[src/design/rcap_pkg.sv]
// Package for the retimer channel adaptation and pattern control slice.
// Assumes an 8-bit management register port on the internal register clock.
package rcap_pkg;

	// Register offsets.
	localparam logic [7:0] OFS_EQ_INDEX     = 8'h13;
	localparam logic [7:0] OFS_LOCK_ADAPT   = 8'h2F;
	localparam logic [7:0] OFS_PAT_STATUS   = 8'h30;
	localparam logic [7:0] OFS_ADAPT_MODE   = 8'h31;
	localparam logic [7:0] OFS_ALARM_THRESH = 8'h32;
	localparam logic [7:0] OFS_EYE_MON_CTL  = 8'h36;
	localparam logic [7:0] OFS_EYE_LIMITS   = 8'h76;

	// Field positions in the lock and adaptation control register.
	localparam int B_SUBRATE_FIELD_BIT0  = 4;
	localparam int B_IDX_OV    = 3;
	localparam int B_PPM_EN    = 2;
	localparam int B_FLD_CHK   = 1;
	localparam int B_LEQ_START = 0;

	// Field positions in the pattern and alarm status register.
	localparam int B_RANGE_ERR = 5;
	localparam int B_EYE_ALARM = 4;
	localparam int B_PAT_CLKEN = 3;
	localparam int B_PAT_SEL   = 0;

	// Field positions in the adaptation mode register.
	localparam int B_ADAPT_MODE = 5;
	localparam int B_MERIT_SEL  = 3;

	// Alarm enable bit in the eye monitor control register.
	localparam int B_ALARM_EN = 6;

	// Threshold fields: high nibble horizontal, low nibble vertical.
	localparam int B_H_THRESH = 4;
	localparam int THRESH_LSB_SHIFT = 3;

	// Reset values.
	localparam logic [7:0] RST_EQ_INDEX     = 8'h00;
	localparam logic [7:0] RST_LOCK_ADAPT   = 8'h06;
	localparam logic [7:0] RST_PAT_CTRL     = 8'h00;
	localparam logic [7:0] RST_ADAPT_MODE   = 8'h20;
	localparam logic [7:0] RST_ALARM_THRESH = 8'h11;
	localparam logic [7:0] RST_EYE_MON_CTL  = 8'h00;
	localparam logic [7:0] RST_EYE_LIMITS   = 8'h00;

	// Writable masks, reserved and read-only bits excluded.
	localparam logic [7:0] WMASK_LOCK_ADAPT = 8'hFF;
	localparam logic [7:0] WMASK_PAT_CTRL   = 8'h0B;
	localparam logic [7:0] WMASK_ADAPT_MODE = 8'h78;

	// Pattern select codes.
	localparam logic [1:0] PAT_PRBS7  = 2'h0;
	localparam logic [1:0] PAT_PRBS9  = 2'h1;
	localparam logic [1:0] PAT_PRBS15 = 2'h2;
	localparam logic [1:0] PAT_PRBS31 = 2'h3;

	// Adaptation mode codes.
	localparam logic [1:0] AM_NONE     = 2'h0;
	localparam logic [1:0] AM_LEQ_ONLY = 2'h1;
	localparam logic [1:0] AM_LEQ_OPT  = 2'h2;
	localparam logic [1:0] AM_LEQ_LOCK = 2'h3;

	// Merit select codes.
	localparam logic [1:0] MS_INVALID = 2'h0;
	localparam logic [1:0] MS_HORIZ   = 2'h1;
	localparam logic [1:0] MS_VERT    = 2'h2;
	localparam logic [1:0] MS_BOTH    = 2'h3;

	// Reference clock mode in which the lock detector check bit applies.
	localparam logic [1:0] REF_MODE_DEFAULT = 2'h3;

	// Adaptation sequencer states, one-hot.
	typedef enum logic [4:0] {
		ST_IDLE  = 5'b00001,
		ST_LEQ1  = 5'b00010,
		ST_DFE   = 5'b00100,
		ST_LEQ2  = 5'b01000,
		ST_DONE  = 5'b10000
	} rcap_state_t;

endpackage : rcap_pkg

[src/design/rcap_regs.sv]
// Channel register slice: equalizer index override, lock qualifiers,
// adaptation start and mode, eye alarm, and pattern logic control.
// Assumes a synchronous 8-bit register port from the management bus logic.
`timescale 1ns/1ps
module rcap_regs
	import rcap_pkg::*;
(
	// Clock, reset and clock enable.
	input  wire logic       clock,
	input  wire logic       arst_n,
	input  wire logic       clk_en,
	// Register port.
	input  wire logic       reg_wr,
	input  wire logic       reg_rd,
	input  wire logic [7:0] reg_addr,
	input  wire logic [7:0] reg_wdata,
	output logic [7:0]      reg_rdata,
	// Measurements and status from the analog side.
	input  wire logic [7:0] horiz_eye_opening,
	input  wire logic [7:0] vert_eye_opening,
	input  wire logic       eye_meas_valid,
	input  wire logic       range_limit_hit,
	input  wire logic [1:0] ref_mode,
	input  wire logic       freq_offset_pass,
	input  wire logic       cdr_locked_raw,
	input  wire logic       leq_optimal,
	input  wire logic       dfe_done,
	// Equalizer and lock controls.
	output logic [4:0]      eq_setting_index,
	output logic            eq_index_override,
	output logic            frequency_lock_detector_en,
	output logic            lock_detect,
	// Adaptation controls.
	output logic            leq_adapt_active,
	output logic            dfe_adapt_active,
	output logic            adapt_busy,
	output logic            merit_use_horiz,
	output logic            merit_use_vert,
	output logic            merit_invalid,
	// Pattern logic.
	output logic            pattern_bit,
	output logic            pattern_clk_gate
);

	logic [7:0]  eq_index;
	logic [7:0]  lock_ctl;
	logic [7:0]  pat_ctl;
	logic [7:0]  mode_ctl;
	logic [7:0]  alarm_thr;
	logic [7:0]  mon_ctl;
	logic [7:0]  limits;
	logic        eye_opening_alarm_flag;
	logic        eye_monitor_range_error;
	logic        pat_en_d;
	logic        pat_restart;
	logic        below_thr;
	logic [8:0]  h_lim;
	logic [8:0]  v_lim;
	logic        wr_en;
	logic        rd_en;
	rcap_state_t state;
	rcap_state_t next_state;

	assign wr_en = clk_en && reg_wr;
	assign rd_en = clk_en && reg_rd;

	// Plain read/write configuration registers.
	always_ff @(posedge clock or negedge arst_n) begin
		if (!arst_n) begin
			eq_index  <= RST_EQ_INDEX;
			pat_ctl   <= RST_PAT_CTRL;
			mode_ctl  <= RST_ADAPT_MODE;
			alarm_thr <= RST_ALARM_THRESH;
			mon_ctl   <= RST_EYE_MON_CTL;
			limits    <= RST_EYE_LIMITS;
		end else if (wr_en) begin
			unique case (reg_addr)
				OFS_EQ_INDEX:     eq_index  <= reg_wdata;
				OFS_PAT_STATUS:   pat_ctl   <= reg_wdata & WMASK_PAT_CTRL;
				OFS_ADAPT_MODE:   mode_ctl  <= reg_wdata & WMASK_ADAPT_MODE;
				OFS_ALARM_THRESH: alarm_thr <= reg_wdata;
				OFS_EYE_MON_CTL:  mon_ctl   <= reg_wdata;
				OFS_EYE_LIMITS:   limits    <= reg_wdata;
				default:          ;
			endcase
		end
	end

	// Lock and adaptation control; start bit clears itself once taken.
	// In mode 00 the start is dropped at once, as no run would clear it.
	always_ff @(posedge clock or negedge arst_n) begin
		if (!arst_n) begin
			lock_ctl <= RST_LOCK_ADAPT;
		end else if (clk_en) begin
			if (wr_en && reg_addr == OFS_LOCK_ADAPT) begin
				lock_ctl <= reg_wdata & WMASK_LOCK_ADAPT;
			end else if (state != ST_IDLE
				|| mode_ctl[B_ADAPT_MODE +: 2] == AM_NONE) begin
				lock_ctl[B_LEQ_START] <= 1'b0;
			end
		end
	end

	// Equalizer index override and lock qualifiers.
	always_comb begin
		eq_index_override = lock_ctl[B_IDX_OV];
		eq_setting_index  = eq_index[4:0];
		frequency_lock_detector_en = !(ref_mode == REF_MODE_DEFAULT
			&& lock_ctl[B_FLD_CHK]);
		lock_detect = cdr_locked_raw
			&& (!lock_ctl[B_PPM_EN] || freq_offset_pass);
	end

	// Merit select decode; code 00 flags invalid and selects nothing.
	always_comb begin
		merit_use_horiz = 1'b0;
		merit_use_vert  = 1'b0;
		merit_invalid   = 1'b0;
		unique case (mode_ctl[B_MERIT_SEL +: 2])
			MS_INVALID: merit_invalid = 1'b1;
			MS_HORIZ:   merit_use_horiz = 1'b1;
			MS_VERT:    merit_use_vert = 1'b1;
			MS_BOTH: begin
				merit_use_horiz = 1'b1;
				merit_use_vert  = 1'b1;
			end
		endcase
	end

	// Adaptation sequencer steps through the phases of the selected mode.
	always_comb begin
		next_state = state;
		unique case (state)
			ST_IDLE: begin
				if (lock_ctl[B_LEQ_START]
					&& mode_ctl[B_ADAPT_MODE +: 2] != AM_NONE) begin
					next_state = ST_LEQ1;
				end
			end
			ST_LEQ1: begin
				unique case (mode_ctl[B_ADAPT_MODE +: 2])
					AM_LEQ_ONLY: if (leq_optimal) next_state = ST_DONE;
					AM_LEQ_OPT:  if (leq_optimal) next_state = ST_DFE;
					AM_LEQ_LOCK: if (lock_detect) next_state = ST_DFE;
					AM_NONE:     next_state = ST_DONE;
				endcase
			end
			ST_DFE:  if (dfe_done) next_state = ST_LEQ2;
			ST_LEQ2: if (leq_optimal) next_state = ST_DONE;
			ST_DONE: next_state = ST_IDLE;
			default: next_state = ST_IDLE;
		endcase
	end

	// Sequencer state register.
	always_ff @(posedge clock or negedge arst_n) begin
		if (!arst_n) begin
			state <= ST_IDLE;
		end else if (clk_en) begin
			state <= next_state;
		end
	end

	// Phase outputs follow the state directly.
	assign leq_adapt_active = state == ST_LEQ1 || state == ST_LEQ2;
	assign dfe_adapt_active = state == ST_DFE;
	assign adapt_busy       = state != ST_IDLE;

	// Threshold nibbles scale by 8 counts per step before comparison.
	always_comb begin
		h_lim = 9'(alarm_thr[B_H_THRESH +: 4]) << THRESH_LSB_SHIFT;
		v_lim = 9'(alarm_thr[3:0]) << THRESH_LSB_SHIFT;
		if (limits != RST_EYE_LIMITS) begin
			h_lim = 9'(limits[B_H_THRESH +: 4]) << THRESH_LSB_SHIFT;
			v_lim = 9'(limits[3:0]) << THRESH_LSB_SHIFT;
		end
		below_thr = 9'(horiz_eye_opening) < h_lim
			|| 9'(vert_eye_opening) < v_lim;
	end

	// Sticky alarm: a new event in the read cycle wins over the clear.
	always_ff @(posedge clock or negedge arst_n) begin
		if (!arst_n) begin
			eye_opening_alarm_flag <= 1'b0;
		end else if (clk_en) begin
			if (mon_ctl[B_ALARM_EN] && eye_meas_valid && below_thr) begin
				eye_opening_alarm_flag <= 1'b1;
			end else if (rd_en && reg_addr == OFS_PAT_STATUS) begin
				eye_opening_alarm_flag <= 1'b0;
			end
		end
	end

	// Range error mirrors the monitor's limit; no software write path.
	always_ff @(posedge clock or negedge arst_n) begin
		if (!arst_n) begin
			eye_monitor_range_error <= 1'b0;
		end else if (clk_en) begin
			eye_monitor_range_error <= range_limit_hit;
		end
	end

	// Rising edge of the pattern clock enable arms a restart.
	always_ff @(posedge clock or negedge arst_n) begin
		if (!arst_n) begin
			pat_en_d <= 1'b0;
		end else if (clk_en) begin
			pat_en_d <= pat_ctl[B_PAT_CLKEN];
		end
	end

	// Turning the enable back on after off reseeds the pattern logic.
	assign pat_restart = clk_en && pat_ctl[B_PAT_CLKEN] && !pat_en_d;
	assign pattern_clk_gate = pat_ctl[B_PAT_CLKEN];

	rcap_prbs u_prbs (
		.clock       (clock),
		.arst_n      (arst_n),
		.run         (clk_en && pat_ctl[B_PAT_CLKEN]),
		.restart     (pat_restart),
		.sel         (pat_ctl[B_PAT_SEL +: 2]),
		.pattern_bit (pattern_bit)
	);

	// Registered read data; unmapped offsets read as zero.
	always_ff @(posedge clock or negedge arst_n) begin
		if (!arst_n) begin
			reg_rdata <= 8'h00;
		end else if (rd_en) begin
			unique case (reg_addr)
				OFS_EQ_INDEX:     reg_rdata <= eq_index;
				OFS_LOCK_ADAPT:   reg_rdata <= lock_ctl;
				OFS_PAT_STATUS:   reg_rdata <= pat_ctl
					| (8'(eye_monitor_range_error) << B_RANGE_ERR)
					| (8'(eye_opening_alarm_flag) << B_EYE_ALARM);
				OFS_ADAPT_MODE:   reg_rdata <= mode_ctl;
				OFS_ALARM_THRESH: reg_rdata <= alarm_thr;
				OFS_EYE_MON_CTL:  reg_rdata <= mon_ctl;
				OFS_EYE_LIMITS:   reg_rdata <= limits;
				default:          reg_rdata <= 8'h00;
			endcase
		end
	end

endmodule : rcap_regs

[src/design/rcap_prbs.sv]
// Pattern generator for the channel slice: PRBS-7/9/15/31 by select.
// Assumes the clock enable gating and restart come from the register slice.
`timescale 1ns/1ps
module rcap_prbs
	import rcap_pkg::*;
(
	// Clock and reset.
	input  wire logic       clock,
	input  wire logic       arst_n,
	// Control.
	input  wire logic       run,
	input  wire logic       restart,
	input  wire logic [1:0] sel,
	// Pattern output.
	output logic            pattern_bit
);

	logic [30:0] lfsr;
	logic        fb;

	// Feedback taps per selected polynomial.
	always_comb begin
		unique case (sel)
			PAT_PRBS7:  fb = lfsr[6] ^ lfsr[5];
			PAT_PRBS9:  fb = lfsr[8] ^ lfsr[4];
			PAT_PRBS15: fb = lfsr[14] ^ lfsr[13];
			PAT_PRBS31: fb = lfsr[30] ^ lfsr[27];
		endcase
	end

	// Shift only while clocked; restart reseeds to all ones.
	always_ff @(posedge clock or negedge arst_n) begin
		if (!arst_n) begin
			lfsr        <= '1;
			pattern_bit <= 1'b0;
		end else if (restart) begin
			lfsr        <= '1;
			pattern_bit <= 1'b0;
		end else if (run) begin
			lfsr        <= {lfsr[29:0], fb};
			pattern_bit <= fb;
		end
	end

endmodule : rcap_prbs

[config.mk]
export PLATFORM = sky130hd
export DESIGN_NAME = rcap_regs
export DESIGN_NICKNAME = d
export VERILOG_FILES = /design/src/design/rcap_pkg.sv /design/src/design/rcap_regs.sv /design/src/design/rcap_prbs.sv
export SDC_FILE = /design/constraint.sdc
export NUM_CORES = 1
export LEC_CHECK = 0
export BUFFER_PORTS_ARGS = -buffer_cell sky130_fd_sc_hd__buf_2
export CORE_AREA = 5 5 154 119
export DETAILED_ROUTE_END_ITERATION = 12
export DIE_AREA = 0 0 159 124
export GPL_TIMING_DRIVEN = 0
export PLACE_DENSITY = 0.48
export SETUP_SLACK_MARGIN = 0.1
export SLEW_MARGIN = 20
export SYNTH_ARGS = -nofsm -noshare
export SYNTH_HDL_FRONTEND = slang
export SYNTH_HIERARCHICAL = 1
export SYNTH_SLANG_ARGS = --single-unit
export TNS_END_PERCENT = 100
[constraint.sdc]
create_clock -name clock -period 3.2 [get_ports clock]
set_clock_uncertainty 0.2 [all_clocks]
set_input_delay 0.32 -clock clock [delete_from_list [all_inputs] [get_ports clock]]
set_output_delay 0.32 -clock clock [all_outputs]
set_load 0.005 [all_outputs]
## After elaboration in Yosys (flattened, before gate mapping)

Index checks and enable logic that the tools add are counted.

- Register bits: 95
- Input port bits: 45
- Word-level logic and storage cells: 109
- Output and inout port bits: 24

- Bitwise operators: 6
- Eq/ne operators: 26
- Magnitude comparators: 2
- Reduce and logical (&&, ||, !) cells: 38
- Mux-type cells: 22

Operators with widths:

| cell | number |
|---|---|
| 31-bit 2-to-1 mux | 2 |
| 8-bit case mux with 7 select lines | 1 |
| 8-bit by 6-bit equality test with 1-bit output (second input constant) | 5 |
| 5-bit case mux with 4 select lines | 2 |
| 5-bit 2-to-1 mux | 5 |
| 8-bit by 9-bit < comparator with 1-bit output | 2 |
| 2-bit AND reduction | 9 |
| 2-bit equality test (second input constant) | 7 |
| 7-bit 2-to-1 mux | 2 |
| 1-bit logical AND | 11 |
| 1-bit 2-to-1 mux | 9 |
| 8-bit by 5-bit equality test with 1-bit output (second input constant) | 1 |
| 8-bit by 7-bit equality test with 1-bit output (second input constant) | 1 |
| 2-bit nonzero test | 4 |
| 8-bit nonzero test | 1 |
| 2-bit by 1-bit equality test with 1-bit output (second input constant) | 3 |
| 2-bit logical NOT | 3 |
| 3-bit inequality test (second input constant) | 2 |
| 4-bit by 6-bit bitwise OR with 6-bit output | 1 |
| 6-bit by 5-bit bitwise OR with 6-bit output | 1 |
| 5-bit by 1-bit equality test with 1-bit output (second input constant) | 1 |
| 5-bit by 2-bit equality test with 1-bit output (second input constant) | 1 |
| 5-bit by 3-bit equality test with 1-bit output (second input constant) | 1 |
| 5-bit by 4-bit equality test with 1-bit output (second input constant) | 1 |
| 8 further kinds | 18 |

## Logic depth before layout (Yosys ltp)

- Depth after elaboration: 7
- Gate-level depth with buffers: 10

## Modules after synthesis

The synthesis kept the hierarchy.

Modules (own cells, without submodules):

| module | sequential area each (µm²) | instances | cells each | area each (µm²) |
|---|---|---|---|---|
| rcap_regs | 1584.0 | 1 | 289 | 3469.6 |
| rcap_prbs | 839.6 | 1 | 114 | 1433.9 |

## Worst setup path after synthesis

Ideal clock, no wire load.

- Path type: register to register
- Start: reg limits[6]
- End: reg eye_opening_alarm_flag
- Data required time: 2.868 ns
- Path slack: 0.508 ns
- Arrival: 2.360 ns
- Cell stages (with the launch flop): 11
- Cell sequence: dfrtp_1 -> or4_1 -> nor4_2 -> nor2b_1 -> buf_4 -> a21oi_1 -> ha_1 -> nand3_1 -> a311o_1 -> a221oi_1 -> o21ai_1

- Word-level cells in the longest chain between the ends: 7
- Elaborated cells between the ends (all ways): 10

RTL lines:

| element | line | source |
|---|---|---|
| start, declared | rcap_regs.sv:51 | `logic [7:0] limits;` |
| start signal, assigned | rcap_regs.sv:83 | `OFS_EYE_LIMITS: limits <= reg_wdata;` |
| 8-bit nonzero test | rcap_regs.sv:173 | `if (limits != RST_EYE_LIMITS) begin` |
| 7-bit 2-to-1 mux | rcap_regs.sv:173 |  |
| 8-bit by 9-bit < comparator with 1-bit output (on tied branches) | rcap_regs.sv:177, rcap_regs.sv:178 |  |
| 1-bit logical OR * | rcap_regs.sv:178 | `\|\| 9'(vert_eye_opening) < v_lim;` |
| 1-bit logical AND * | rcap_regs.sv:186 | `if (mon_ctl[B_ALARM_EN] && eye_meas_valid && below_thr) begin` |
| 2-bit nonzero test (no source line) | - |  |
| 2-bit AND reduction (no source line) | - |  |
| end signal, assigned | rcap_regs.sv:184 | `eye_opening_alarm_flag <= 1'b0;` |
| end signal, assigned | rcap_regs.sv:187 | `eye_opening_alarm_flag <= 1'b1;` |
| end signal, assigned | rcap_regs.sv:189 | `eye_opening_alarm_flag <= 1'b0;` |
| end, declared | rcap_regs.sv:52 | `logic eye_opening_alarm_flag;` |

Every way passes the cells marked *; elsewhere a longest branch is shown, timed or not.
A chain may end at the register's enable or synchronous reset.

## Final worst setup path

- Start: reg limits[0]
- End: reg eye_opening_alarm_flag

The elaborated chain is that of the path after synthesis.

==> impl_metrics.env <==
export IMPL_status="finished, final reports clean"
export IMPL_cellLeakagePower_nw=2.82
export IMPL_dpl_cell_count=679
export IMPL_drtPass1Iterations=4
export IMPL_die_area_um2=19700
export IMPL_synthMuxAreaShare_pct=14.1
export IMPL_drt_initial_drc_count=195
export IMPL_synth_edff_count=0
export IMPL_ff_latch_area_um2=2420
export IMPL_cp_data_arrival_time_ps=3000
export IMPL_coreArea_um2=16600
export IMPL_critPathLaunch="limits[0]"
export IMPL_pre_cts_ws_ps=81.5
export IMPL_yosys_warnings=6
export IMPL_synth_cells=403
export IMPL_routed_via_density=5.03
export IMPL_seq_area_frac_synth_pct=49.4
export IMPL_layout_nets=529
export IMPL_crit_path_end_kind="register"
export IMPL_ir_drop_mv=0.275
export IMPL_antenna_found_initial=0
export IMPL_synth_xor_area_share_pct=1.07
export IMPL_ys_flop_type="dfrtp_1"
export IMPL_io_pins=69
export IMPL_fin_total_pwr_w=0.00336
export IMPL_setup_tns_ps=0
export IMPL_synth_top_family_by_area="compound AO/OA/AOI/OAI gates"
export IMPL_crit_reg2reg_launch="limits[0]"
export IMPL_crit_fanout=7
export IMPL_final_layout_size_suffix_gt1_share_pct=43.9
export IMPL_final_common_cell="buf_2"
export IMPL_synth_nets=454
export IMPL_wl_per_cell_um=18.6
export IMPL_synth_distinct_cells=68
export IMPL_slew_headroom_pct=59.8
export IMPL_cts_htree_levels=3
export IMPL_grt_max_degree=74
export IMPL_hp_start="range_limit_hit"
export IMPL_postRouteWirelength_um=13000
export IMPL_die_w_um=159
export IMPL_powerDensity_nw_per_um2=571
export IMPL_dp_hpwl_um=9590
export IMPL_path_clk_slew_ps=70
export IMPL_fin_crit_ps=2980
export IMPL_synth_simple_gate_area_share_pct=14.3
export IMPL_slew_viol_final=0
export IMPL_port_buffers=60
export IMPL_rsz0062_at_grt="no"
export IMPL_required_ps=3220
export IMPL_tightest_slew_ps=601
export IMPL_drv_cap=0
export IMPL_cts_root_buf="clkbuf_16"
export IMPL_rrSetupSlack_ps=220
export IMPL_cts_tree="yes"
export IMPL_drc=0
export IMPL_period_share_pct=93.1
export IMPL_final_util_pct=35.5
export IMPL_num_vias=3512
export IMPL_overflow=0
export IMPL_grt_pass1_vias=3503
export IMPL_num_antenna_cells=0
export IMPL_clk_path_buf_depth=2
export IMPL_routabilityCongestion=0.769
export IMPL_hp_class="input pin to register"
export IMPL_syn_avg_cell_area_um2=12.2
export IMPL_die_h_um=124
export IMPL_synth_compound_area_share_pct=15.5
export IMPL_grt_usage_pct=13.4
export IMPL_numCtsBuffers=9
export IMPL_ys_async_sr_fraction_pct=100
export IMPL_num_rows=41
export IMPL_multi_input_area_um2=2310
export IMPL_setup_viol=0
export IMPL_layout_cells_non_filler=698
export IMPL_synth_fa_ha_area_share_pct=1.53
export IMPL_syn_cell_area_um2=4900
export IMPL_nFillCells=1642
export IMPL_layout_common_cells="buf_2, dfrtp_1, mux2_2"
export IMPL_setup_ws_ps=222
export IMPL_ys_ff_latch=95
export IMPL_start_util_pct=29.6
export IMPL_grt_pass1_wl_um=20600
export IMPL_start_kind="register"
export IMPL_clock_latency_ps=350
export IMPL_ant_nets=0
export IMPL_critPathKind="register to register"
export IMPL_clock_sinks=95
export IMPL_hold_viol=0
export IMPL_syn2layout_area_growth_pct=20.0
export IMPL_fmax_ghz=0.336
==> metal layers <==
metal / wire, µm / GRT usage [%]
met1: 6850 / 20.1
met2: 5490 / 19.0
met3: 553 / 3.87
met4: 88 / 2.88
met5: 0 / 0
==> critical path: stages (launching register included) <==
cell,delay [ps]
dfrtp_2,430
or4_4,530
nor4_4,230
nor2b_2,190
buf_6,130
a21oi_1,80
ha_1,310
nand3_1,90
a311o_1,290
a221oi_2,280
o21ai_1,90
==> where the power goes <==
part	internal [W]	switching, W
Sequential	0.00147	0.000111
Combinational	0.000322	0.000285
Clock	0.000687	0.000482
Total	0.00248	0.000878
==> cell usage after synthesis (3+ instances only) <==
cell | n | area, µm²
clkbuf_1 | 5 | 18.8
mux2_4 | 8 | 120
buf_6 | 3 | 33.8
ha_1 | 6 | 75.1
o2bb2ai_1 | 3 | 26.3
a22o_1 | 6 | 52.6
nand3_1 | 8 | 40.0
or2_2 | 3 | 18.8
xnor2_1 | 5 | 43.8
dfstp_2 | 37 | 972
buf_4 | 9 | 67.6
o221ai_1 | 4 | 35.0
a21oi_1 | 11 | 55.1
buf_2 | 11 | 55.1
mux2i_1 | 12 | 120
nor2_1 | 16 | 60.1
a22oi_1 | 7 | 52.6
nor2b_1 | 33 | 206
mux2_2 | 40 | 450
inv_1 | 7 | 26.3
a211o_1 | 31 | 272
nand2_1 | 12 | 45.0
a221o_1 | 3 | 30.0
dfrtp_1 | 58 | 1450
o21ai_0 | 9 | 45.0
==> worst paths after layout <==
check,to,cells after the start
setup / recovery,eye_opening_alarm_flag,10
hold / removal,eye_monitor_range_error,2
setup reg to reg,eye_opening_alarm_flag,10
hold reg to reg,reg_rdata[6],2
max in group asynchronous,mode_ctl[5],3
min in group asynchronous,limits[0],2
==> per-stage QoR <==
| stage | hold WS, ps | cell area, µm² |
|---|---|---|
| after floorplan | -176 | 4900 |
| after global placement | 252 | 5470 |
| after detailed placement | -13.3 | 5510 |
| after CTS | 0.227 | 5840 |
| after global routing | 6.39 | 5880 |
| final | 10.9 | 5880 |
==> registers in the layout, summed over array words and instances, names as in the netlist <==
register / cells
u_prbs/pattern_bit: 1
eye_monitor_range_error: 1
pat_en_d: 1
eq_index: 8
limits: 8
u_prbs/lfsr: 31
eye_opening_alarm_flag: 1
lock_ctl: 8
mode_ctl: 4
state: 5
reg_rdata: 8
alarm_thr: 8
mon_ctl: 8
pat_ctl: 3
==> timing repair <==
item | CTS | global route
hold buffers | 1 | 0
pin swaps | 0 | 2
resized for setup | 1 | 7
setup endpoints to repair | 1 | 1
buffers inserted | 0 | 2
hold endpoints to repair | 67 | 0
==> cell families (layout without fill, tap and decap cells) <==
group	count (synthesis)	in the layout
AO/OA/AOI/OAI	95	95
XOR/XNOR	6	6
adder cells (fa/ha/maj)	6	6
buffers and inverters	35	115
flip-flops	95	95
multiplexers	60	60
AND/OR/NAND/NOR	106	106
==> area by class of cell <==
class / instances / share of cell area (%)
inverters: 7 / 0.447
multi-input cells: 273 / 39.2
clock inverters: 7 / 1.62
clock buffers: 9 / 3.83
plain buffers: 28 / 3.04
well taps: 215 / 4.57
repair buffers: 64 / 6.10
flip-flops and latches: 95 / 41.2
(Power assumes the default switching activity.)
